==> src/common/clk_ctrl_pkg.sv <==
/*
  Constants, types and shared helpers of the clock source and divider control block.
  Assumes one core clock; RC and slow-clock activity arrive as synchronous ticks, the external clock as a synchronous level.
*/
// ============================================================================
package clk_ctrl_pkg;

   // ==========================================================================
   // register map and reset values
   localparam logic [15:0] DIV_CTRL_ADDR     = 16'hF002;
   localparam logic [15:0] SRC_CTRL_ADDR     = 16'hF003;
   localparam logic [7:0]  DIV_CTRL_RESET    = 8'h33;
   localparam logic [7:0]  SRC_CTRL_RESET    = 8'h03;

   // ==========================================================================
   // field positions
   localparam int          CPU_DIV_LSB       = 0;
   localparam int          FAST_SRC_MODE_BIT = 2;
   localparam int          OUT_DIV_LSB       = 4;
   localparam int          CPU_SEL_BIT       = 0;
   localparam int          FAST_OSC_EN_BIT   = 1;
   localparam int          DOUBLE_EN_BIT     = 2;
   localparam int          SRC_CTRL_ZERO_BIT = 7;

   // ==========================================================================
   // counts
   localparam int          RC_START_PULSES   = 128;
   localparam int          DIV_CNT_W         = 5;
   localparam logic [3:0]  DIV_WRAP_POINT    = 4'hF;   // all divided clocks fall together here
   localparam logic [2:0]  SLOW_EDGE_POINT   = 3'h7;   // doubled-slow edge every 8 oscillator edges

   typedef enum logic [1:0] {
      DIV_BY_1 = 2'h0,
      DIV_BY_2 = 2'h1,
      DIV_BY_4 = 2'h2,
      DIV_BY_8 = 2'h3
   } div_sel_t;

   // bit n of the edge counter is the oscillator clock divided by 2**n
   function automatic logic divTap(input logic [DIV_CNT_W-1:0] cnt, input div_sel_t sel);
      return cnt[sel];
   endfunction

endpackage

==> src/common/osc_if.sv <==
/*
  Bundle between the register front end, the oscillator start gate and the divider.
  Assumes all members are synchronous to the core clock.
*/
`timescale 1ns/1ns
interface osc_if;
   logic enable;   // oscillator enabled by software
   logic rcMode;   // internal RC source selected
   logic tick;     // one oscillator clock edge, one-cycle pulse
   logic running;  // oscillator clock being supplied

   modport ctrl (output enable, output rcMode, input running);
   modport gen  (input enable, input rcMode, output tick, output running);
   modport div  (input tick);
endinterface

==> src/clock_divider_select.sv <==
/*
  Divider chain of the oscillator clock with boundary-aligned divider selection.
  Assumes one oscillator edge per tick pulse on the bundle.
*/
`timescale 1ns/1ns
module clock_divider_select
   import clk_ctrl_pkg::*;
(
   input  wire logic     core_clk,   // core clock
   input  wire logic     rstSync_n,  // synchronised reset, active low
   input  wire logic     clkEn,      // freezes state while low
   osc_if.div            oscBus,     // oscillator edges
   input  wire div_sel_t cpuDivSel,  // requested fast divider
   input  wire div_sel_t outDivSel,  // requested port divider
   output logic          fastLvl,    // divided fast clock level
   output logic          outLvl,     // divided port clock level
   output logic          slowEdge    // doubled-slow edge for crystal-less parts
);
   logic [DIV_CNT_W-1:0] cnt_q;
   logic [DIV_CNT_W-1:0] cnt_d;
   div_sel_t             cpuSel_q;
   div_sel_t             outSel_q;
   logic                 atWrap;

   // ==========================================================================
   // a new ratio is taken only where every tap falls at once, so no runt pulse
   assign atWrap = oscBus.tick && (cnt_q[3:0] == DIV_WRAP_POINT);
   assign cnt_d  = oscBus.tick ? cnt_q + 5'h01 : cnt_q;

   always_ff @(posedge core_clk or negedge rstSync_n) begin
      if (!rstSync_n) begin
         cnt_q    <= '0;
         cpuSel_q <= div_sel_t'(DIV_CTRL_RESET[CPU_DIV_LSB +: 2]);
         outSel_q <= div_sel_t'(DIV_CTRL_RESET[OUT_DIV_LSB +: 2]);
      end else if (clkEn) begin
         cnt_q <= cnt_d;
         if (atWrap) begin
            cpuSel_q <= cpuDivSel;
            outSel_q <= outDivSel;
         end
      end
   end

   // tapped levels, registered together with the counter
   always_ff @(posedge core_clk or negedge rstSync_n) begin
      if (!rstSync_n) begin
         fastLvl  <= 1'b0;
         outLvl   <= 1'b0;
         slowEdge <= 1'b0;
      end else if (clkEn) begin
         fastLvl  <= divTap(cnt_d, atWrap ? cpuDivSel : cpuSel_q);
         outLvl   <= divTap(cnt_d, atWrap ? outDivSel : outSel_q);
         slowEdge <= oscBus.tick && (cnt_q[2:0] == SLOW_EDGE_POINT);
      end
   end
endmodule

==> src/clock_source_divider_control.sv <==
/*
  Clock source and divider control: two control registers, oscillator start gating,
  fast and port clock division, slow and doubled slow clocks, cpu clock selection.
  Assumes register strobes and tick inputs are synchronous to core_clk; produced
  clocks are levels sampled on core_clk.
*/
`timescale 1ns/1ns
module clock_source_divider_control
   import clk_ctrl_pkg::*;
#(
   parameter bit CRYSTAL_LESS = 1'b0   // part without slow crystal or external clock
) (
   input  wire logic        core_clk,       // core clock, 100 MHz
   input  wire logic        reset_n,        // asynchronous reset, active low
   input  wire logic        clkEn,          // freezes all state while low
   input  wire logic [15:0] regAddr,        // register address
   input  wire logic [15:0] regWrData,      // register write data
   input  wire logic        regWrite,       // write strobe
   input  wire logic        regRead,        // read strobe
   input  wire logic        regWord,        // 16-bit access
   output logic      [15:0] regRdData,      // read data, cycle after strobe
   input  wire logic        rcTick,         // one RC oscillator edge
   input  wire logic        extClkPin,      // external fast clock level
   input  wire logic        slowTick,       // one doubled-slow-clock edge from crystal
   output logic             slowClk,        // slow time-base clock
   output logic             slowClkDouble,  // doubled slow clock
   output logic             fastClk,        // fast time-base clock
   output logic             cpuClkSelect,   // cpu system clock
   output logic             portOutClk      // fast output clock for the port
);

   // ==========================================================================
   // reset release
   logic rstMeta_q;
   logic rstSync_n;

   // two stages keep a late release from reaching the logic metastable
   always_ff @(posedge core_clk or negedge reset_n) begin
      if (!reset_n) begin
         rstMeta_q <= 1'b0;
         rstSync_n <= 1'b0;
      end else if (clkEn) begin
         rstMeta_q <= 1'b1;
         rstSync_n <= rstMeta_q;
      end
   end

   // ==========================================================================
   // control registers
   logic [7:0] divCtrl_q;
   logic [7:0] divCtrl_d;
   logic [7:0] srcCtrl_q;
   logic [7:0] srcCtrl_d;
   logic       wrDiv;
   logic       wrSrc;
   logic [7:0] srcWrByte;

   // a word access at the first address covers both registers
   assign wrDiv     = regWrite && (regAddr == DIV_CTRL_ADDR);
   assign wrSrc     = regWrite && (((regAddr == SRC_CTRL_ADDR) && !regWord)
                                 || ((regAddr == DIV_CTRL_ADDR) && regWord));
   assign srcWrByte = regWord ? regWrData[15:8] : regWrData[7:0];

   // next divider register: the source bit is locked while the oscillator is on
   always_comb begin
      divCtrl_d = regWrData[7:0];
      if (srcCtrl_q[FAST_OSC_EN_BIT]) begin
         divCtrl_d[FAST_SRC_MODE_BIT] = divCtrl_q[FAST_SRC_MODE_BIT];
      end
      if (CRYSTAL_LESS) begin
         divCtrl_d[FAST_SRC_MODE_BIT] = 1'b0;
      end
   end

   // next source register: a stopped oscillator cannot be the cpu clock
   always_comb begin
      srcCtrl_d = srcWrByte;
      srcCtrl_d[SRC_CTRL_ZERO_BIT] = 1'b0;
      if (CRYSTAL_LESS) begin
         srcCtrl_d[FAST_OSC_EN_BIT] = 1'b1;
         srcCtrl_d[CPU_SEL_BIT]     = 1'b1;
      end
      srcCtrl_d[CPU_SEL_BIT] = srcCtrl_d[CPU_SEL_BIT] & srcCtrl_d[FAST_OSC_EN_BIT];
   end

   always_ff @(posedge core_clk or negedge rstSync_n) begin
      if (!rstSync_n) begin
         divCtrl_q <= DIV_CTRL_RESET;
      end else if (clkEn && wrDiv) begin
         divCtrl_q <= divCtrl_d;
      end
   end

   always_ff @(posedge core_clk or negedge rstSync_n) begin
      if (!rstSync_n) begin
         srcCtrl_q <= SRC_CTRL_RESET;
      end else if (clkEn && wrSrc) begin
         srcCtrl_q <= srcCtrl_d;
      end
   end

   // read data stand for one cycle only; unmapped addresses read zero
   always_ff @(posedge core_clk or negedge rstSync_n) begin
      if (!rstSync_n) begin
         regRdData <= 16'h0000;
      end else if (clkEn) begin
         regRdData <= 16'h0000;
         if (regRead) begin
            if (regAddr == DIV_CTRL_ADDR) begin
               regRdData <= regWord ? {srcCtrl_q, divCtrl_q} : {8'h00, divCtrl_q};
            end else if ((regAddr == SRC_CTRL_ADDR) && !regWord) begin
               regRdData <= {8'h00, srcCtrl_q};
            end
         end
      end
   end

   // ==========================================================================
   // oscillator and divider chain
   osc_if oscBus ();

   assign oscBus.enable = srcCtrl_q[FAST_OSC_EN_BIT];
   assign oscBus.rcMode = !divCtrl_q[FAST_SRC_MODE_BIT];

   osc_start_gate #(
      .START_PULSES (RC_START_PULSES)
   ) u_start (
      .core_clk  (core_clk),
      .rstSync_n (rstSync_n),
      .clkEn     (clkEn),
      .rcTick    (rcTick),
      .extClkPin (extClkPin),
      .oscBus    (oscBus)
   );

   logic divSlowEdge;

   // the same divided clock serves cpu path and peripherals
   clock_divider_select u_div (
      .core_clk  (core_clk),
      .rstSync_n (rstSync_n),
      .clkEn     (clkEn),
      .oscBus    (oscBus),
      .cpuDivSel (div_sel_t'(divCtrl_q[CPU_DIV_LSB +: 2])),
      .outDivSel (div_sel_t'(divCtrl_q[OUT_DIV_LSB +: 2])),
      .fastLvl   (fastClk),
      .outLvl    (portOutClk),
      .slowEdge  (divSlowEdge)
   );

   // ==========================================================================
   // slow and doubled slow clocks
   logic slowPhase_q;
   logic slowSrcEdge;

   // without a crystal the slow clock is the fast oscillator divided by sixteen
   assign slowSrcEdge = CRYSTAL_LESS ? divSlowEdge : slowTick;

   always_ff @(posedge core_clk or negedge rstSync_n) begin
      if (!rstSync_n) begin
         slowPhase_q   <= 1'b0;
         slowClk       <= 1'b0;
         slowClkDouble <= 1'b0;
      end else if (clkEn) begin
         if (slowSrcEdge) begin
            slowPhase_q <= ~slowPhase_q;
            if (slowPhase_q) slowClk <= ~slowClk;
         end
         if (!srcCtrl_q[DOUBLE_EN_BIT]) begin
            slowClkDouble <= 1'b0;
         end else if (slowSrcEdge) begin
            slowClkDouble <= ~slowClkDouble;
         end
      end
   end

   // ==========================================================================
   // cpu clock selection
   logic cpuSelAct_q;
   logic switchOk;
   logic selNow;

   // switch while both sources are low; a stopped oscillator releases at once
   assign switchOk = !oscBus.running || (!cpuClkSelect && !fastClk && !slowClk);
   assign selNow   = switchOk ? srcCtrl_q[CPU_SEL_BIT] : cpuSelAct_q;

   always_ff @(posedge core_clk or negedge rstSync_n) begin
      if (!rstSync_n) begin
         cpuSelAct_q  <= SRC_CTRL_RESET[CPU_SEL_BIT];
         cpuClkSelect <= 1'b0;
      end else if (clkEn) begin
         cpuSelAct_q  <= selNow;
         cpuClkSelect <= selNow ? fastClk : slowClk;
      end
   end
endmodule

==> src/osc_start_gate.sv <==
/*
  Oscillator start gate: holds off the RC oscillator clock until it has settled; the external clock is supplied at once.
  Assumes rcTick and extClkPin are synchronous to core_clk.
*/
`timescale 1ns/1ns
module osc_start_gate
   import clk_ctrl_pkg::*;
#(
   parameter int START_PULSES = RC_START_PULSES
) (
   input  wire logic core_clk,   // core clock
   input  wire logic rstSync_n,  // synchronised reset, active low
   input  wire logic clkEn,      // freezes state while low
   input  wire logic rcTick,     // one RC oscillator edge
   input  wire logic extClkPin,  // external fast clock level
   osc_if.gen        oscBus      // oscillator bundle
);
   typedef enum logic [1:0] {OSC_OFF = 2'h0, OSC_WARM = 2'h1, OSC_RUN = 2'h2} osc_state_t;
   osc_state_t state_q;
   logic [7:0] pulseCnt_q;
   logic       extPrev_q;
   logic       extEdge;

   // ==========================================================================
   // both edges of the external pin count as oscillator edges
   assign extEdge        = extClkPin ^ extPrev_q;
   assign oscBus.running = (state_q == OSC_RUN);
   assign oscBus.tick    = oscBus.running && (oscBus.rcMode ? rcTick : extEdge);

   always_ff @(posedge core_clk or negedge rstSync_n) begin
      if (!rstSync_n) begin
         extPrev_q <= 1'b0;
      end else if (clkEn) begin
         extPrev_q <= extClkPin;
      end
   end

   // warm-up sequencer; external clock needs no settling
   always_ff @(posedge core_clk or negedge rstSync_n) begin
      if (!rstSync_n) begin
         state_q    <= OSC_OFF;
         pulseCnt_q <= 8'h00;
      end else if (clkEn) begin
         if (!oscBus.enable) begin
            state_q    <= OSC_OFF;
            pulseCnt_q <= 8'h00;
         end else begin
            unique case (state_q)
               OSC_OFF:  state_q <= oscBus.rcMode ? OSC_WARM : OSC_RUN;
               OSC_WARM: if (rcTick) begin
                  if (pulseCnt_q == 8'(START_PULSES - 1)) state_q <= OSC_RUN;
                  pulseCnt_q <= pulseCnt_q + 8'h01;
               end
               OSC_RUN:  state_q <= OSC_RUN;
               default:  state_q <= OSC_OFF;
            endcase
         end
      end
   end
endmodule

==> config.mk <==
export PLATFORM = sky130hd
export DESIGN_NAME = clock_source_divider_control
export DESIGN_NICKNAME = d
export VERILOG_FILES = /design/src/common/clk_ctrl_pkg.sv /design/src/common/osc_if.sv /design/src/clock_divider_select.sv /design/src/clock_source_divider_control.sv /design/src/osc_start_gate.sv
export SDC_FILE = /design/constraint.sdc
export NUM_CORES = 1
export LEC_CHECK = 0
export BUFFER_PORTS_ARGS = -buffer_cell sky130_fd_sc_hd__buf_4
export CORE_ASPECT_RATIO = 0.7
export CORE_MARGIN = 4
export CORE_UTILIZATION = 40
export DETAILED_ROUTE_END_ITERATION = 16
export GPL_TIMING_DRIVEN = 0
export SLEW_MARGIN = 20
export SYNTH_ARGS = -nofsm -noshare
export SYNTH_HDL_FRONTEND = slang
export SYNTH_SLANG_ARGS = --single-unit
==> constraint.sdc <==
create_clock -name core_clk -period 2.38 [get_ports core_clk]
set_clock_uncertainty 0.05 [all_clocks]
set_input_delay 0.238 -clock core_clk [delete_from_list [all_inputs] [get_ports core_clk]]
set_output_delay 0.238 -clock core_clk [all_outputs]
set_load 0.02 [all_outputs]
==> summary.md <==
| Metric | Value |
|---|---|
| YS warnings | 0 |
| # rows | 25 |
| Hold Violations, Final | 0 |
| Cell area after layout | around 3700 µm² |
| Hpwl dp | 5.091 mm |
| Worst slew pin tran | approximately 0.94 ns |
| Reg-to-Reg Start | u_div.cnt_q[1] |
| Post-synth EDFFs | 0 |
| Reg2Reg Depth | 6 |
| Clock sinks | 58 |
| Core Util, Final | a little over half |
| Relative max-transition margin | about 37% |
| CP peak stage delay | around 0.46 ns |
| Register bit total from synthesis | a little under 60 |
| CTS Buffer Depth | 2 |
| CTS Buf Count | 9 |
| Routed length per instance | 15.90 µm |
| Layout cells sized above 1 | 34.62% |
| Mapped Cells | roughly 260 |
| Final period utilization | approximately nine tenths |
| First-pass GRT wire length | between 10 and 15 mm |
| Initial Util | between 40% and 50% |
| Total number of vias | about 2200 |
| Synthesized area | a little under 3000 µm² |
| Net count after synthesis | between 300 and 400 |
| Initial antenna violation count | 0 |
| Drt first pass iters | 4 |
| Pwr/cell area | about 550 nW/µm² |
| Port Buffers | a little under 60 |
| Clk slew on worst S/H paths | approximately 0.060 ns |
| Synth area leaders | dfrtp_1, dfstp_2, mux2i_1 |
| PostCTS Resize Cnt | 0 |
| Final slew viol count | 0 |
| Vias per Instance | a little over 5 |
| Max VDD drop | between 0.2 and 0.3 mV |
| Run status | completed |
| TritonCTS clock tree | yes |
| Yosys top cell by area | dfrtp_1 |
| CP required | ~2.6 ns |
| Die W | approximately 110 µm |
| Skew-Pair Late Insertion Delay | 0.33 ns |
| Height of the die | roughly 80 µm |
| DRT iter0 DRCs | around 100 |
| Post-route DRC | 0 |
| Worst min-delay path class | reg -> async |
| CP Cell Sequence | ha_1 -> nand3_1 -> a211oi_2 -> mux2i_1 -> a2111oi_0 -> a221o_1 |
| Sequential element share of the synthesized area | about half |
| Avg Cell Area, Syn | between 10 and 15 µm² |
| CP Capture Type | register |
| Tot GR Track Use | roughly 17% |
| Layout fillers | 672 |
| Root Driver | clkbuf_8 |
| Arrival @ worst endpoint | ~2.4 ns |
| N_diodes | 0 |
| Placed cell areas | roughly 3500 µm² |
| Post-route ant nets | 0 |
| Slowest cell on the critical path | dfrtp_1 |
| Core ar. | approximately 6900 µm² |
| Largest net degree at the start of global routing | 51 |
| Critical path peak fanout | 7 |
| Commonest non-fill, non-tap cell in the layout | buf_4 |
| Die ar. | just under 9000 µm² |
| Minimum clock period | 2.179 ns |
| Reg-to-Reg End | u_div.fastLvl |
| Number of max-cap violations | 0 |
| Critical Path Start Type | register |
| Setup violators final | 0 |
| GRT overflow | 0 |
| Ys flop type | dfrtp_1 |
| Worst Setup Path Type | reg -> reg |
| Final WL | approximately 6.9 mm |
| Io pins | 62 |
| Pleak | roughly 1.7 nW |
| H-tree Lvls | 3 |
| Layout area overhead | 26.11% |
| Vias in the first global route | about 2300 |
| GPL Wtd Cong | approximately 0.82 |
| RSZ-0062 raised after global routing | no |
| Ys async rst share | 100.0% |
| Yosys top cell area share | between 40% and 50% |
| Post-layout nets | 380 |
| Most frequent cells in the layout | buf_4, dfrtp_1, nand2_1 |
| Peak Freq | between 400 and 500 MHz |
| Cell variety after synth | between 40 and 50 |
| Reg-to-reg slack, setup | 0.20 ns |
[critical path: cells and delay by family (launching register included)]
kind	cells	cell delay [ns]
compound gates	3	0.76
fa+ha+maj	1	0.27
flops	1	0.46
simple gates	1	0.19
mux	1	0.35
[synth_stat cells (2+ instances only)]
cell      instances
clkbuf_1          7
nor2b_1           7
nor3_1            3
o31ai_1           3
buf_2             3
dfstp_2          11
buf_4             2
or2_2             3
a21oi_1          16
and2_1            2
nor4b_2           2
nor2_1           18
o21ai_0           8
a22o_1           11
a211oi_2          2
a221o_1           8
nor3b_4           2
nand4_1           2
nand2_1          20
inv_1             6
xnor2_1           7
mux2i_1          19
ha_1              6
xor2_1            3
mux2_2           13
dfrtp_1          47
nand3_1           9
[layout make-up]
| cell class | instances | area (µm²) | share of cell area [%] |
|---|---|---|---|
| clock buffer | 13 | 148.9 | 4.026 |
| multi-input combinational | 185 | 1389 | 37.55 |
| tap | 94 | 117.6 | 3.180 |
| buffer | 12 | 56.30 | 1.522 |
| clock inverter | 3 | 15.01 | 0.4060 |
| timing repair buffer | 61 | 480.5 | 12.99 |
| sequential | 58 | 1469 | 39.72 |
| inverter | 6 | 22.52 | 0.6089 |
[state kept, by name (all words and copies together) (netlist names), 2 cells and up]
name                flops
u_div.cpuSel_q          2
u_start.state_q         2
u_start.pulseCnt_q      8
u_div.cnt_q             4
u_div.outSel_q          2
divCtrl_q               8
regRdData              15
srcCtrl_q               7
[stage by stage]
step | setup TNS, ns | cells | hold WS (ns) | setup WS, ns | power (mW)
floorplan | 0 | 261 | -0.1076 | 0.4196 | 1.175
global placement | -6.014 | 414 | -0.02990 | -0.1610 | 1.280
detailed placement | 0 | 415 | -0.02798 | 0.1385 | 1.288
CTS | 0 | 432 | 0.06675 | 0.2313 | 2.069
global route | 0 | 432 | 0.06349 | 0.1076 | 2.134
finish | 0 | 432 | 0.08584 | 0.2013 | 2.034
[timing repair]
item	CTS	global route
hold endpoints to repair	2	0
hold buffers	1	0
buffers inserted	0	0
[power by group]
part	internal [mW]	leakage [nW]	switching, mW
clock	0.402	0.0872	0.364
combinational	0.108	0.882	0.102
sequential	1.03	0.756	0.0313
[kinds of logic (layout without fill, tap and decap cells)]
logic type	count (synthesis)	in the layout	synth area share, %
XOR/XNOR	10	10	2.987
other	1	1	0.1279
flip-flops	58	58	49.96
multiplexers	33	33	11.86
AND/OR/NAND/NOR	77	77	15.10
adder cells (fa/ha/maj)	6	6	2.560
buffers and inverters	18	95	2.688
AO/OA/AOI/OAI	58	58	14.72
[worst max path at each step]
| stage | startpoint | endpoint | slack (ns) | cells after the start |
|---|---|---|---|---|
| finish | u_div.cnt_q[1] | u_div.fastLvl | 0.20 | 6 |
| global route | u_div.cnt_q[1] | u_div.fastLvl | 0.11 | 6 |
| global placement | rstSync_n | rstSync_n | -0.16 | 1 |
| floorplan | rstSync_n | rstSync_n | 0.42 | 1 |
| CTS | u_div.cnt_q[1] | u_div.fastLvl | 0.23 | 6 |
| detailed placement | regAddr[5] | regRdData[5] | 0.14 | 6 |
[layer usage]
metal | up-vias | global-route usage (%) | part of all wire, %
met2 | 64 | 25.61 | 43
met4 | 0 | 4.797 | 0.61
met3 | 4 | 5.901 | 6.5
met5 | - | 0 | 0
met1 | 1067 | 24.31 | 50
li1 | 1093 | - | -
(Power assumes the default switching activity.)
